[config.mk]
export PLATFORM = sky130hd
export DESIGN_NAME = mcmc_top
export DESIGN_NICKNAME = d
export VERILOG_FILES = /design/src/hw/mcmc_pkg.sv /design/src/hw/mcmc_synth.sv /design/src/hw/mcmc_top.sv
export SDC_FILE = /design/constraint.sdc
export NUM_CORES = 1
export LEC_CHECK = 0
export BUFFER_PORTS_ARGS = -buffer_cell sky130_fd_sc_hd__buf_2
export CAP_MARGIN = 20
export CORE_MARGIN = 2
export CORE_UTILIZATION = 45
export CTS_BUF_LIST = sky130_fd_sc_hd__clkbuf_4 sky130_fd_sc_hd__clkbuf_8
export CTS_CLUSTER_SIZE = 24
export DETAILED_ROUTE_END_ITERATION = 7
export HOLD_SLACK_MARGIN = 0.08
export PLACE_DENSITY_LB_ADDON = 0.05
export SKIP_CTS_REPAIR_TIMING = 1
export SLEW_MARGIN = 20
export SYNTH_ARGS = -nofsm -noshare
export SYNTH_HDL_FRONTEND = slang
export SYNTH_SLANG_ARGS = --single-unit
[constraint.sdc]
create_clock -name clk_sys_in -period 2.9 [get_ports clk_sys_in]
set_input_delay 0.435 -clock clk_sys_in [delete_from_list [all_inputs] [get_ports clk_sys_in]]
set_output_delay 0.435 -clock clk_sys_in [all_outputs]
set_load 0.02 [all_outputs]
[src/hw/mcmc_pkg.sv]
// Constants, types and register map of the master clock and mode control block
package mcmc_pkg;
	localparam int unsigned CLK_HZ = 125_000_000;
	localparam int unsigned CLK_PERIOD_NS = 8;
	localparam int unsigned RST_HOLD_NS = 10_000;
	localparam int unsigned RST_HOLD_CYC = (RST_HOLD_NS + CLK_PERIOD_NS - 1) / CLK_PERIOD_NS;
	localparam int unsigned SETTLE_US = 100;
	localparam int unsigned SETTLE_CYC_DEF = SETTLE_US * (CLK_HZ / 1_000_000);
	localparam int unsigned REF_TO_US = 250;
	localparam int unsigned REF_TO_CYC_DEF = REF_TO_US * (CLK_HZ / 1_000_000);
	localparam int unsigned CNT_W = 20;
	localparam int unsigned RCNT_W = 12;
	localparam int unsigned ACC_W = 32;
	localparam longint unsigned MCLK_E1_HZ = 2_048_000;
	localparam longint unsigned MCLK_T1_HZ = 1_544_000;
	localparam logic [ACC_W-1:0] INC_E1 = ACC_W'((MCLK_E1_HZ << ACC_W) / 64'(CLK_HZ));
	localparam logic [ACC_W-1:0] INC_T1 = ACC_W'((MCLK_T1_HZ << ACC_W) / 64'(CLK_HZ));
	localparam logic [2:0] EQ_E1_PREFIX = 3'h7;
	localparam int unsigned NCHAN = 8;
	localparam int unsigned WB_AW = 8;
	localparam int unsigned WB_DW = 32;
	localparam logic [WB_AW-1:0] ADDR_CTRL = 8'h00;
	localparam logic [WB_AW-1:0] ADDR_EQ = 8'h04;
	localparam logic [WB_AW-1:0] ADDR_STAT = 8'h08;

	typedef enum logic [2:0] {
		SRC_E1_FULL = 3'b000,
		SRC_T1_FULL = 3'b001,
		SRC_8K = 3'b010,
		SRC_16K = 3'b011,
		SRC_56K = 3'b100,
		SRC_64K = 3'b101,
		SRC_128K = 3'b110,
		SRC_256K = 3'b111
	} mcmc_src_t;

	typedef enum logic [2:0] {
		TERM_EXT = 3'b000,
		TERM_100 = 3'b001,
		TERM_110 = 3'b010,
		TERM_75 = 3'b011,
		TERM_120 = 3'b100
	} mcmc_term_t;

	typedef struct packed {
		logic rate;
		mcmc_src_t src;
	} mcmc_cfg_t;

	typedef struct packed {
		logic rx_on;
		mcmc_cfg_t cfg;
	} mcmc_ctrl_t;

	typedef struct packed {
		mcmc_term_t term;
		logic factory;
		logic dev_reset;
		logic host_mode;
		logic t1_mode;
		logic ref_alive;
		logic valid;
	} mcmc_stat_t;

	typedef struct packed {
		logic host_mode;
		logic imp_hi;
		logic imp_lo;
		logic tx_term;
		logic rx_term;
		logic ict_n;
		logic rx_on;
		mcmc_cfg_t cfg;
		logic [4:0] eq;
		logic hw_reset_n;
	} mcmc_pins_t;

	localparam int unsigned CTRL_W = $bits(mcmc_ctrl_t);
	localparam mcmc_ctrl_t CTRL_RST = mcmc_ctrl_t'(5'h00);
	localparam mcmc_pins_t PINS_IDLE = mcmc_pins_t'(17'h00801);
	localparam logic [4:0] EQ_RST = 5'h00;
endpackage

[src/hw/mcmc_synth.sv]
// Master clock synthesizer with reference watchdog and settle timer
module mcmc_synth
	import mcmc_pkg::*;
#(
	parameter int unsigned SETTLE_CYC = SETTLE_CYC_DEF,
	parameter int unsigned REF_TO_CYC = REF_TO_CYC_DEF
) (
	input wire logic clk_sys_in,
	input wire logic nrst_in,
	input wire mcmc_cfg_t cfg_in,
	input wire logic hold_in,
	input wire logic e1_rise_in,
	input wire logic t1_rise_in,
	output logic mclk_out,
	output logic valid_out,
	output logic ref_alive_out
);
	logic [ACC_W-1:0] acc_reg, acc_next;
	logic [CNT_W-1:0] settle_reg, settle_next, idle_reg, idle_next;
	mcmc_cfg_t cfg_reg, cfg_next;
	logic mclk_reg, mclk_next, valid_reg, valid_next, ref_rise, alive;
	logic [7:0] gap_reg, gap_next;
	logic clean_reg, clean_next;

	always_comb begin
		// Only the full-rate T1 code looks at the T1 input
		ref_rise = (cfg_in.src == SRC_T1_FULL) ? t1_rise_in : e1_rise_in;
		alive = idle_reg != CNT_W'(REF_TO_CYC);
		acc_next = acc_reg + (cfg_in.rate ? INC_T1 : INC_E1);
		mclk_next = acc_reg[ACC_W-1];
		cfg_next = cfg_in;
		if (ref_rise) begin
			idle_next = '0;
		end else if (alive) begin
			idle_next = idle_reg + 1'b1;
		end else begin
			idle_next = idle_reg;
		end
		// Settle restarts on any change, and waits while the reference is absent
		if (hold_in || cfg_in != cfg_reg) begin
			settle_next = CNT_W'(SETTLE_CYC);
		end else if (settle_reg != '0 && alive) begin
			settle_next = settle_reg - 1'b1;
		end else begin
			settle_next = settle_reg;
		end
		valid_next = settle_reg == '0 && alive && !hold_in && cfg_in == cfg_reg;
		// A period counts only if valid held from its first edge to its last
		gap_next = (mclk_next && !mclk_reg) ? 8'h01 : gap_reg + 8'h01;
		clean_next = (mclk_next && !mclk_reg) ? valid_reg : clean_reg && valid_reg;
	end

	always_ff @(posedge clk_sys_in or negedge nrst_in) begin
		if (!nrst_in) begin
			acc_reg <= '0;
			mclk_reg <= 1'b0;
			cfg_reg <= mcmc_cfg_t'(4'h0);
			idle_reg <= CNT_W'(REF_TO_CYC);
			settle_reg <= CNT_W'(SETTLE_CYC);
			valid_reg <= 1'b0;
		end else begin
			acc_reg <= acc_next;
			mclk_reg <= mclk_next;
			cfg_reg <= cfg_next;
			idle_reg <= idle_next;
			settle_reg <= settle_next;
			valid_reg <= valid_next;
		end
	end

	assign mclk_out = mclk_reg;
	assign valid_out = valid_reg;
	assign ref_alive_out = alive;

	always_ff @(posedge clk_sys_in or negedge nrst_in) begin
		if (!nrst_in) begin
			gap_reg <= 8'h00;
			clean_reg <= 1'b0;
		end else begin
			gap_reg <= gap_next;
			clean_reg <= clean_next;
		end
	end
endmodule

[src/hw/mcmc_top.sv]
// Master clock and mode control top with Wishbone register slave
module mcmc_top
	import mcmc_pkg::*;
#(
	parameter int unsigned SETTLE_CYC = SETTLE_CYC_DEF,
	parameter int unsigned REF_TO_CYC = REF_TO_CYC_DEF
) (
	input wire logic clk_sys_in,
	input wire logic nrst_in,
	input wire logic wb_cyc_in,
	input wire logic wb_stb_in,
	input wire logic wb_we_in,
	input wire logic [WB_AW-1:0] wb_adr_in,
	input wire logic [3:0] wb_sel_in,
	input wire logic [WB_DW-1:0] wb_dat_in,
	output logic [WB_DW-1:0] wb_dat_out,
	output logic wb_ack_out,
	input wire mcmc_pins_t pins_in,
	input wire logic e1_master_clock_in,
	input wire logic t1_master_clock_in,
	output logic master_clock_out,
	output logic master_clock_valid_out,
	output logic [NCHAN-1:0] rx_enable_out,
	output logic line_t1_mode_out,
	output mcmc_term_t termination_out,
	output logic pin_drive_en_out,
	output logic factory_test_out,
	output logic device_reset_out
);
	localparam int unsigned SYNC_W = $bits(mcmc_pins_t) + 2;

	logic [SYNC_W-1:0] sync1_reg, sync2_reg;
	logic [1:0] clk_prev_reg;
	mcmc_pins_t pins_s;
	logic e1_s, t1_s, e1_rise, t1_rise;

	// Pins and board clocks are asynchronous to the system clock
	always_ff @(posedge clk_sys_in or negedge nrst_in) begin
		if (!nrst_in) begin
			// Pulled-up pins start high, so reset shows no false factory entry
			sync1_reg <= {PINS_IDLE, 2'b00};
			sync2_reg <= {PINS_IDLE, 2'b00};
			clk_prev_reg <= 2'h0;
		end else begin
			sync1_reg <= {pins_in, e1_master_clock_in, t1_master_clock_in};
			sync2_reg <= sync1_reg;
			clk_prev_reg <= sync2_reg[1:0];
		end
	end

	always_comb begin
		pins_s = mcmc_pins_t'(sync2_reg[SYNC_W-1:2]);
		e1_s = sync2_reg[1];
		t1_s = sync2_reg[0];
		e1_rise = e1_s && !clk_prev_reg[1];
		t1_rise = t1_s && !clk_prev_reg[0];
	end

	// Reset pin filter; glitches shorter than the hold time are ignored
	logic [RCNT_W-1:0] rcnt_reg, rcnt_next;
	logic dev_rst_reg, dev_rst_next;

	always_comb begin
		if (pins_s.hw_reset_n) begin
			rcnt_next = '0;
		end else if (rcnt_reg <= RCNT_W'(RST_HOLD_CYC)) begin
			rcnt_next = rcnt_reg + 1'b1;
		end else begin
			rcnt_next = rcnt_reg;
		end
		dev_rst_next = !pins_s.hw_reset_n && rcnt_reg > RCNT_W'(RST_HOLD_CYC);
	end

	always_ff @(posedge clk_sys_in or negedge nrst_in) begin
		if (!nrst_in) begin
			rcnt_reg <= '0;
			dev_rst_reg <= 1'b0;
		end else begin
			rcnt_reg <= rcnt_next;
			dev_rst_reg <= dev_rst_next;
		end
	end

	// Register slave
	mcmc_ctrl_t ctrl_reg, ctrl_next;
	logic [4:0] eq_reg, eq_next;
	logic ack_reg, ack_next;
	logic [WB_DW-1:0] dat_reg, dat_next;
	mcmc_stat_t stat;
	logic wr_take;

	always_comb begin
		ack_next = wb_cyc_in && wb_stb_in && !ack_reg;
		// Write lands on the edge at which the master sees ack
		wr_take = wb_cyc_in && wb_stb_in && wb_we_in && ack_reg && wb_sel_in[0];
		ctrl_next = ctrl_reg;
		eq_next = eq_reg;
		if (dev_rst_reg) begin
			ctrl_next = CTRL_RST;
			eq_next = EQ_RST;
		end else if (wr_take && wb_adr_in == ADDR_CTRL) begin
			ctrl_next = mcmc_ctrl_t'(wb_dat_in[CTRL_W-1:0]);
		end else if (wr_take && wb_adr_in == ADDR_EQ) begin
			eq_next = wb_dat_in[4:0];
		end
		unique case (wb_adr_in)
			ADDR_CTRL: dat_next = WB_DW'(ctrl_reg);
			ADDR_EQ: dat_next = WB_DW'(eq_reg);
			ADDR_STAT: dat_next = WB_DW'(stat);
			default: dat_next = '0;
		endcase
	end

	always_ff @(posedge clk_sys_in or negedge nrst_in) begin
		if (!nrst_in) begin
			ctrl_reg <= CTRL_RST;
			eq_reg <= EQ_RST;
			ack_reg <= 1'b0;
			dat_reg <= '0;
		end else begin
			ctrl_reg <= ctrl_next;
			eq_reg <= eq_next;
			ack_reg <= ack_next;
			dat_reg <= dat_next;
		end
	end

	assign wb_ack_out = ack_reg;
	assign wb_dat_out = dat_reg;

	// Mode decode
	mcmc_cfg_t cfg_reg, cfg_next;
	mcmc_term_t term_reg, term_next;
	logic t1_reg, t1_next, drive_reg, drive_next, fact_reg, fact_next, rx_on_eff;
	logic [NCHAN-1:0] rx_en_reg;
	logic [4:0] eq_eff;

	always_comb begin
		// One configuration for the whole device, never per channel
		cfg_next = pins_s.host_mode ? ctrl_reg.cfg : pins_s.cfg;
		eq_eff = pins_s.host_mode ? eq_reg : pins_s.eq;
		t1_next = eq_eff[4:2] != EQ_E1_PREFIX;
		rx_on_eff = !dev_rst_reg && (pins_s.host_mode ? ctrl_reg.rx_on : pins_s.rx_on);
		term_next = TERM_EXT;
		if (!pins_s.host_mode && pins_s.tx_term && pins_s.rx_term) begin
			unique case ({pins_s.imp_hi, pins_s.imp_lo})
				2'b00: term_next = TERM_100;
				2'b01: term_next = TERM_110;
				2'b10: term_next = TERM_75;
				2'b11: term_next = TERM_120;
			endcase
		end
		drive_next = pins_s.ict_n;
		fact_next = !pins_s.hw_reset_n && !pins_s.ict_n;
	end

	always_ff @(posedge clk_sys_in or negedge nrst_in) begin
		if (!nrst_in) begin
			cfg_reg <= mcmc_cfg_t'(4'h0);
			term_reg <= TERM_EXT;
			t1_reg <= 1'b0;
			drive_reg <= 1'b0;
			fact_reg <= 1'b0;
		end else begin
			cfg_reg <= cfg_next;
			term_reg <= term_next;
			t1_reg <= t1_next;
			drive_reg <= drive_next;
			fact_reg <= fact_next;
		end
	end

	for (genvar g = 0; g < NCHAN; g++) begin : g_rx
		always_ff @(posedge clk_sys_in or negedge nrst_in) begin
			if (!nrst_in) begin
				rx_en_reg[g] <= 1'b0;
			end else begin
				rx_en_reg[g] <= rx_on_eff;
			end
		end
	end

	logic mclk, mclk_valid, ref_alive;

	mcmc_synth #(
		.SETTLE_CYC(SETTLE_CYC),
		.REF_TO_CYC(REF_TO_CYC)
	) u_synth (
		.clk_sys_in(clk_sys_in),
		.nrst_in(nrst_in),
		.cfg_in(cfg_reg),
		.hold_in(dev_rst_reg),
		.e1_rise_in(e1_rise),
		.t1_rise_in(t1_rise),
		.mclk_out(mclk),
		.valid_out(mclk_valid),
		.ref_alive_out(ref_alive)
	);

	always_comb begin
		stat.term = term_reg;
		stat.factory = fact_reg;
		stat.dev_reset = dev_rst_reg;
		stat.host_mode = pins_s.host_mode;
		stat.t1_mode = t1_reg;
		stat.ref_alive = ref_alive;
		stat.valid = mclk_valid;
	end

	assign master_clock_out = mclk;
	assign master_clock_valid_out = mclk_valid;
	assign rx_enable_out = rx_en_reg;
	assign line_t1_mode_out = t1_reg;
	assign termination_out = term_reg;
	assign pin_drive_en_out = drive_reg;
	assign factory_test_out = fact_reg;
	assign device_reset_out = dev_rst_reg;
endmodule

==> impl_metrics.py, run 1 <==
metrics = {
    "cts": {
        "htree_levels": 4,
        "cts_buffer_depth": 2,
        "cts_tree": "done",
        "root_buffer": "clkbuf_8",
        "numClockSinks": 156,
        "clk_pin_slew_ns": 0.09,
        "clock_latency_ns": 0.46,
        "cts_made_buffers": 17,
    },
    "floorplanning": {
        "die-height_microns": 132,
        "rows": 46,
        "core_area_sq_um": 15900,
        "initial_core_util_pct": 46.3,
        "die_area_sq_um": 17500,
        "pin_count": 118,
        "die_w_microns": 132,
    },
    "synth": {
        "synthAdderAreaFrac_pct": 3.90,
        "yosys-top-cells-count": "139 x dfrtp_1, 85 x nor2_1, 46 x nand2_1",
        "synthesis.area_sq_um": 7390,
        "synth-simple-area-share_pct": 19.2,
        "synth_top_family_by_area": "simple AND/OR/NAND/NOR gates",
        "synth_compound_area_share_pct": 9.18,
        "synth-edff-count": 0,
        "yosysMostFrequentCell": "dfrtp_1",
        "synth_async_sr_flop_share_pct": 100,
        "netlist.area_leader.share_pct": 47.1,
        "ys.flop_type": "dfrtp_1",
        "yosys.area.top_type": "dfrtp_1",
        "synth_area_per_cell_sq_um": 10.5,
        "synth_cell_types": 65,
        "synthCells": 701,
        "yosys_warnings": 0,
        "synth-seq-cells": 156,
        "yosysSeqAreaShare_pct": 53.1,
        "yosys-top-cells-area": "dfrtp_1 47%, dfstp_2 6.0%, nor2_1 4.3%",
        "synth_xor_area_share_pct": 6.17,
        "synthMuxAreaShare_pct": 3.05,
    },
    "worst_setup_path": {
        "r2r_cells": 8,
        "r2r-start": "cfg_reg[3]",
        "worst-setup-path-type": "register to register",
        "end_kind": "register",
        "r2r_slack_ns": 0.22,
        "critPathRequiredTime_ns": 3.26,
        "critical_path_arrival_ns": 3.05,
        "r2r-end": "u_synth.acc_reg[27]",
        "crit_path_start_kind": "register",
        "cp_max_fo": 9,
    },
    "grt": {
        "grt_max_degree": 68,
        "grt_util_all_layers_pct": 17.5,
        "antenna_found_initial": 0,
        "first_global_vias": 5214,
        "grt_pass1_wl_microns": 24700,
        "gr-total-overflow": 0,
        "top_usage_layer": "met2",
        "gr-usage-met1_pct": 22.3,
        "use_met2_pct": 29.3,
        "grt_use_met3_pct": 4.27,
    },
    "final_layout": {
        "largest_reg_flops": 30,
        "instances_no_fill": 1011,
        "fill_cells": 1446,
        "nNetsFinal": 873,
        "antenna_cells": 0,
        "synthToLayoutAreaGrowth_pct": 14.3,
        "drive_above_1_share_pct": 18.5,
    },
    "detailed_routing": {
        "drt_iter0_drc": 248,
        "avgRoutedWirePerCell_microns": 14.2,
        "vias_per_cell": 5.16,
        "vias": 5217,
        "totalWireLength_microns": 14300,
        "route.detailed.drc": 0,
        "final_antenna_net_count": 0,
        "drt_first_pass_iters": 4,
    },
    "timing": {
        "max_freq_mhz": 373,
        "period_share_pct": 92.5,
        "hold_viol": 0,
        "drv_slew": 0,
        "fin_crit_ns": 2.68,
        "slew-limit-headroom_pct": 57.6,
        "rsz0062_at_grt": "no",
        "setup_viol": 0,
        "tns_ns": 0,
        "tightest_slew_ns": 0.627,
        "clock_skew_ns": 0.00834,
    },
    "place": {
        "gp_congestion": 0.820,
        "place_inst": 961,
        "portBuffers": 62,
        "post-dp-hpwl_microns": 10100,
    },
    "flow_run": {
        "drv_cap": 0,
    },
    "power": {
        "power_density_nw_per_um2": 731,
        "leakagePower_nw": 3.77,
        "peakVddDrop_v": 0.000444,
    },
    "min_path": {
        "hold_depth": 3,
        "hp-class": "input port to register",
        "hold-path-endpoint": "wb_ack_out",
        "min_from": "wb_stb_in",
    },
    "outcome": {
        "status": "complete, no violations",
    },
}
critical path, stage by stage (launching register included):
cell and delay, ns:
dfrtp_1 0.35, inv_1 0.17, ha_1 0.44, nand4_1 0.16, a2111oi_0 0.56, nor3_2 0.14
a21boi_1 0.41, nor4b_1 0.11, a311oi_1 0.25
final cells by class:
cell class              count  area [sq um]  area share (%)
multi-input cells         492          3150            37.3
repair buffers             97           637            7.54
clock inverters            13           130            1.54
clock buffers              19           262            3.10
well taps                 216           270            3.20
inverters                  18          67.6           0.800
flip-flops and latches    156          3930            46.5
placed cells by master (no fill, tap or decap), types with 6 or more instances in the layout:
cell type / instances
clkbuf_8: 19
nand4_1: 12
conb_1: 23
nor3_1: 20
dfstp_2: 17
xnor2_1: 34
dfrtp_1: 139
o21ai_0: 15
mux2i_1: 18
nor4b_1: 6
ha_1: 23
buf_2: 61
nor2_1: 85
and2_1: 8
and3_1: 10
buf_4: 16
or3_1: 6
nand2_1: 46
a21oi_1: 34
nor4_1: 10
or4_1: 6
xor2_1: 18
dlygate4sd3_1: 18
o211ai_1: 6
nand3_1: 21
inv_1: 18
metrics by stage:
step	setup WS [ns]	hold WS, ns	instance area [sq um]	util [%]	total power [mW]
global placement	0.335	0.331	7870	49.3	4.52
finish	0.216	0.199	8440	53.0	6.17
floorplan	0.370	0.139	7470	-	4.11
global route	0.00468	0.181	8440	53.0	6.60
detailed placement	0.249	0.335	7870	49.3	4.58
CTS	0.238	-0.0519	8260	51.8	6.22
per-layer routing:
| layer | vias up | wire, microns |
|---|---|---|
| met4 | 0 | 159 |
| met3 | 13 | 481 |
| li1 | 2573 | - |
| met5 | - | 0 |
| met1 | 2540 | 6530 |
| met2 | 91 | 7170 |
kinds of logic (layout without fill, tap and decap cells):
kind of cell    Yosys count  in the layout
other cells               1             23
fa+ha+maj                23             23
compound gates          103            103
xor+xnor                 52             52
mux                      22             22
simple gates            269            269
buf+inv                  75            147
flops                   156            156
worst max-delay path by stage:
stage,start,endpoint,slack [ns],cells past startpoint
floorplan,cfg_reg[3],u_synth.acc_reg[24],0.37,8
global placement,cfg_reg[3],u_synth.acc_reg[27],0.34,8
detailed placement,cfg_reg[3],u_synth.acc_reg[27],0.25,8
CTS,cfg_reg[3],u_synth.acc_reg[27],0.24,8
global route,cfg_reg[3],u_synth.acc_reg[27],0.005,8
finish,cfg_reg[3],u_synth.acc_reg[27],0.22,8
where the power goes:
group          internal, mW  total (mW)  switching [mW]
registers              2.49        2.76           0.266
logic                 0.791        1.81            1.02
clock network         0.743        1.61           0.864
total                  4.03        6.17            2.15
Note: power is estimated with default switching activity, not from simulation.
==> inputs of run 2 (changes only) <==
CORE_MARGIN = 3   (was 2)
PLACE_DENSITY_LB_ADDON = 0.3   (was 0.05)
TNS_END_PERCENT = 10   (was not set)
==> run 2 against run 1 <==
Final cell count grew 0.49%. Die area is 3.1% higher. Critical path type unchanged. Combinational power barely moved. Register-to-register slack improved by 0.09 ns. Global-route usage grew 0.072 points. Largest power group unchanged. First-iteration DRC count increased by 31%.
==> impl_metrics.py, run 2 (same netlist as run 1, synthesis figures left out) <==
metrics = {
    "outcome": {
        "status": "complete, no violations",
    },
    "detailed_routing": {
        "drt_iter0_drc": 326,
        "drt_first_pass_iters": 4,
        "final_antenna_net_count": 0,
        "avgRoutedWirePerCell_microns": 14.7,
        "route.detailed.drc": 0,
        "totalWireLength_microns": 14900,
        "vias": 5290,
        "vias_per_cell": 5.21,
    },
    "worst_setup_path": {
        "critPathRequiredTime_ns": 3.21,
        "crit_path_start_kind": "register",
        "slowest_delay_ns": 0.39,
        "crit_path_cell_trace": "inv_1 -> ha_1 -> a21oi_1 -> a2111oi_0 -> nor3_1 -> a21boi_1 -> buf_4 -> nor4b_1 -> a311oi_1",
        "slowest_stage": "nor3_1",
        "cp_max_fo": 9,
        "r2r_slack_ns": 0.31,
        "end_kind": "register",
        "critical_path_arrival_ns": 2.91,
        "worst-setup-path-type": "register to register",
    },
    "grt": {
        "first_global_vias": 5292,
        "antenna_found_initial": 0,
        "gr-total-overflow": 0,
        "grt_pass1_wl_microns": 25400,
        "grt_util_all_layers_pct": 17.5,
        "grt_max_degree": 85,
    },
    "timing": {
        "slew-limit-headroom_pct": 59.6,
        "max_freq_mhz": 386,
        "period_share_pct": 89.4,
        "drv_slew": 0,
        "clock_skew_ns": 0.0159,
        "tightest_slew_ns": 0.605,
        "rsz0062_at_grt": "no",
        "hold_viol": 0,
        "holdWs_ns": 0.221,
        "setup_viol": 0,
        "tns_ns": 0,
        "fin_crit_ns": 2.59,
    },
    "floorplanning": {
        "die-height_microns": 134,
        "initial_core_util_pct": 46.2,
        "pin_count": 118,
        "die_w_microns": 134,
        "die_area_sq_um": 18000,
        "rows": 46,
        "core_area_sq_um": 16000,
    },
    "final_layout": {
        "synthToLayoutAreaGrowth_pct": 16.1,
        "antenna_cells": 0,
        "nNetsFinal": 878,
        "finish.utilization_pct": 53.6,
        "largest_reg_flops": 30,
        "mostFrequentLayoutCell": "dfrtp_1",
        "mostFrequentLayoutCells": "139 x dfrtp_1, 85 x nor2_1, 61 x buf_2",
        "drive_above_1_share_pct": 18.9,
        "fill_cells": 1423,
    },
    "place": {
        "post-dp-hpwl_microns": 10600,
        "portBuffers": 62,
        "gp_congestion": 0.818,
    },
    "cts": {
        "numClockSinks": 156,
        "htree_levels": 4,
        "root_buffer": "clkbuf_8",
        "clk_pin_slew_ns": 0.08,
        "cts_made_buffers": 17,
        "cts_tree": "done",
        "clock_latency_ns": 0.45,
        "cts_buffer_depth": 2,
    },
    "min_path": {
        "hp-class": "input port to register",
    },
    "power": {
        "peakVddDrop_v": 0.000562,
        "power_density_nw_per_um2": 767,
        "leakagePower_nw": 3.85,
        "total_power_mw": 6.58,
    },
    "flow_run": {
        "drv_cap": 0,
    },
}
[run 2: changes by cell type in the layout (fill, tap and decap cells not counted), sizes merged]
| cell | change |
|---|---|
| inv | -4 |
| buf | +5 |
| bufinv | +5 |
| clkinvlp | -4 |
| clkinv | +3 |
[run 2: worst paths after layout]
check                                   from                     end  depth (start not counted)
worst max-delay path              cfg_reg[3]     u_synth.acc_reg[27]                          9
worst min-delay path               wb_stb_in              wb_ack_out                          3
worst max register to register    cfg_reg[3]     u_synth.acc_reg[27]                          9
worst min register to register  sync1_reg[7]            sync2_reg[7]                          0
max in group asynchronous            nrst_in           sync1_reg[13]                          3
min in group asynchronous            nrst_in  u_synth.settle_reg[19]                          2
[run 2: power by group]
group,total [mW],leakage (nW),switching (mW),internal (mW)
Combinational,1.84,1.66,1.02,0.829
Sequential,2.76,1.94,0.270,2.49
Clock,1.97,0.244,0.819,1.15
[run 2: final cells by class]
type                    count  area [sq um]  share of cell area, %
clock buffers              19           255                   2.98
repair buffers            102           674                   7.86
multi-input cells         492          3150                   36.7
inverters                  18          67.6                  0.788
flip-flops and latches    156          3930                   45.8
clock inverters            13           236                   2.76
well taps                 216           270                   3.15
[run 2: layer usage]
metal | wire length (microns) | global-route usage, %
met4 | 185 | 5.77
met2 | 7440 | 28.3
met5 | 0 | 0
met3 | 503 | 4.80
met1 | 6810 | 23.1
[run 2: worst max-delay path: cells and delay by family, from the launching register on]
family / cells / cell delay [ns]
compound gates: 4 / 0.65
buf+inv: 2 / 0.45
fa+ha+maj: 1 / 0.34
simple gates: 2 / 0.64
flops: 1 / 0.38
[run 2: metrics by stage]
step,worst slack (ns),cell area (sq um),cells
2_1_floorplan,0.370,7470,723
3_3_place_gp,0.377,7910,966
3_5_place_dp,0.294,7910,966
4_1_cts,0.262,8400,998
5_1_grt,0.0120,8580,1016
6_report,0.307,8580,1016
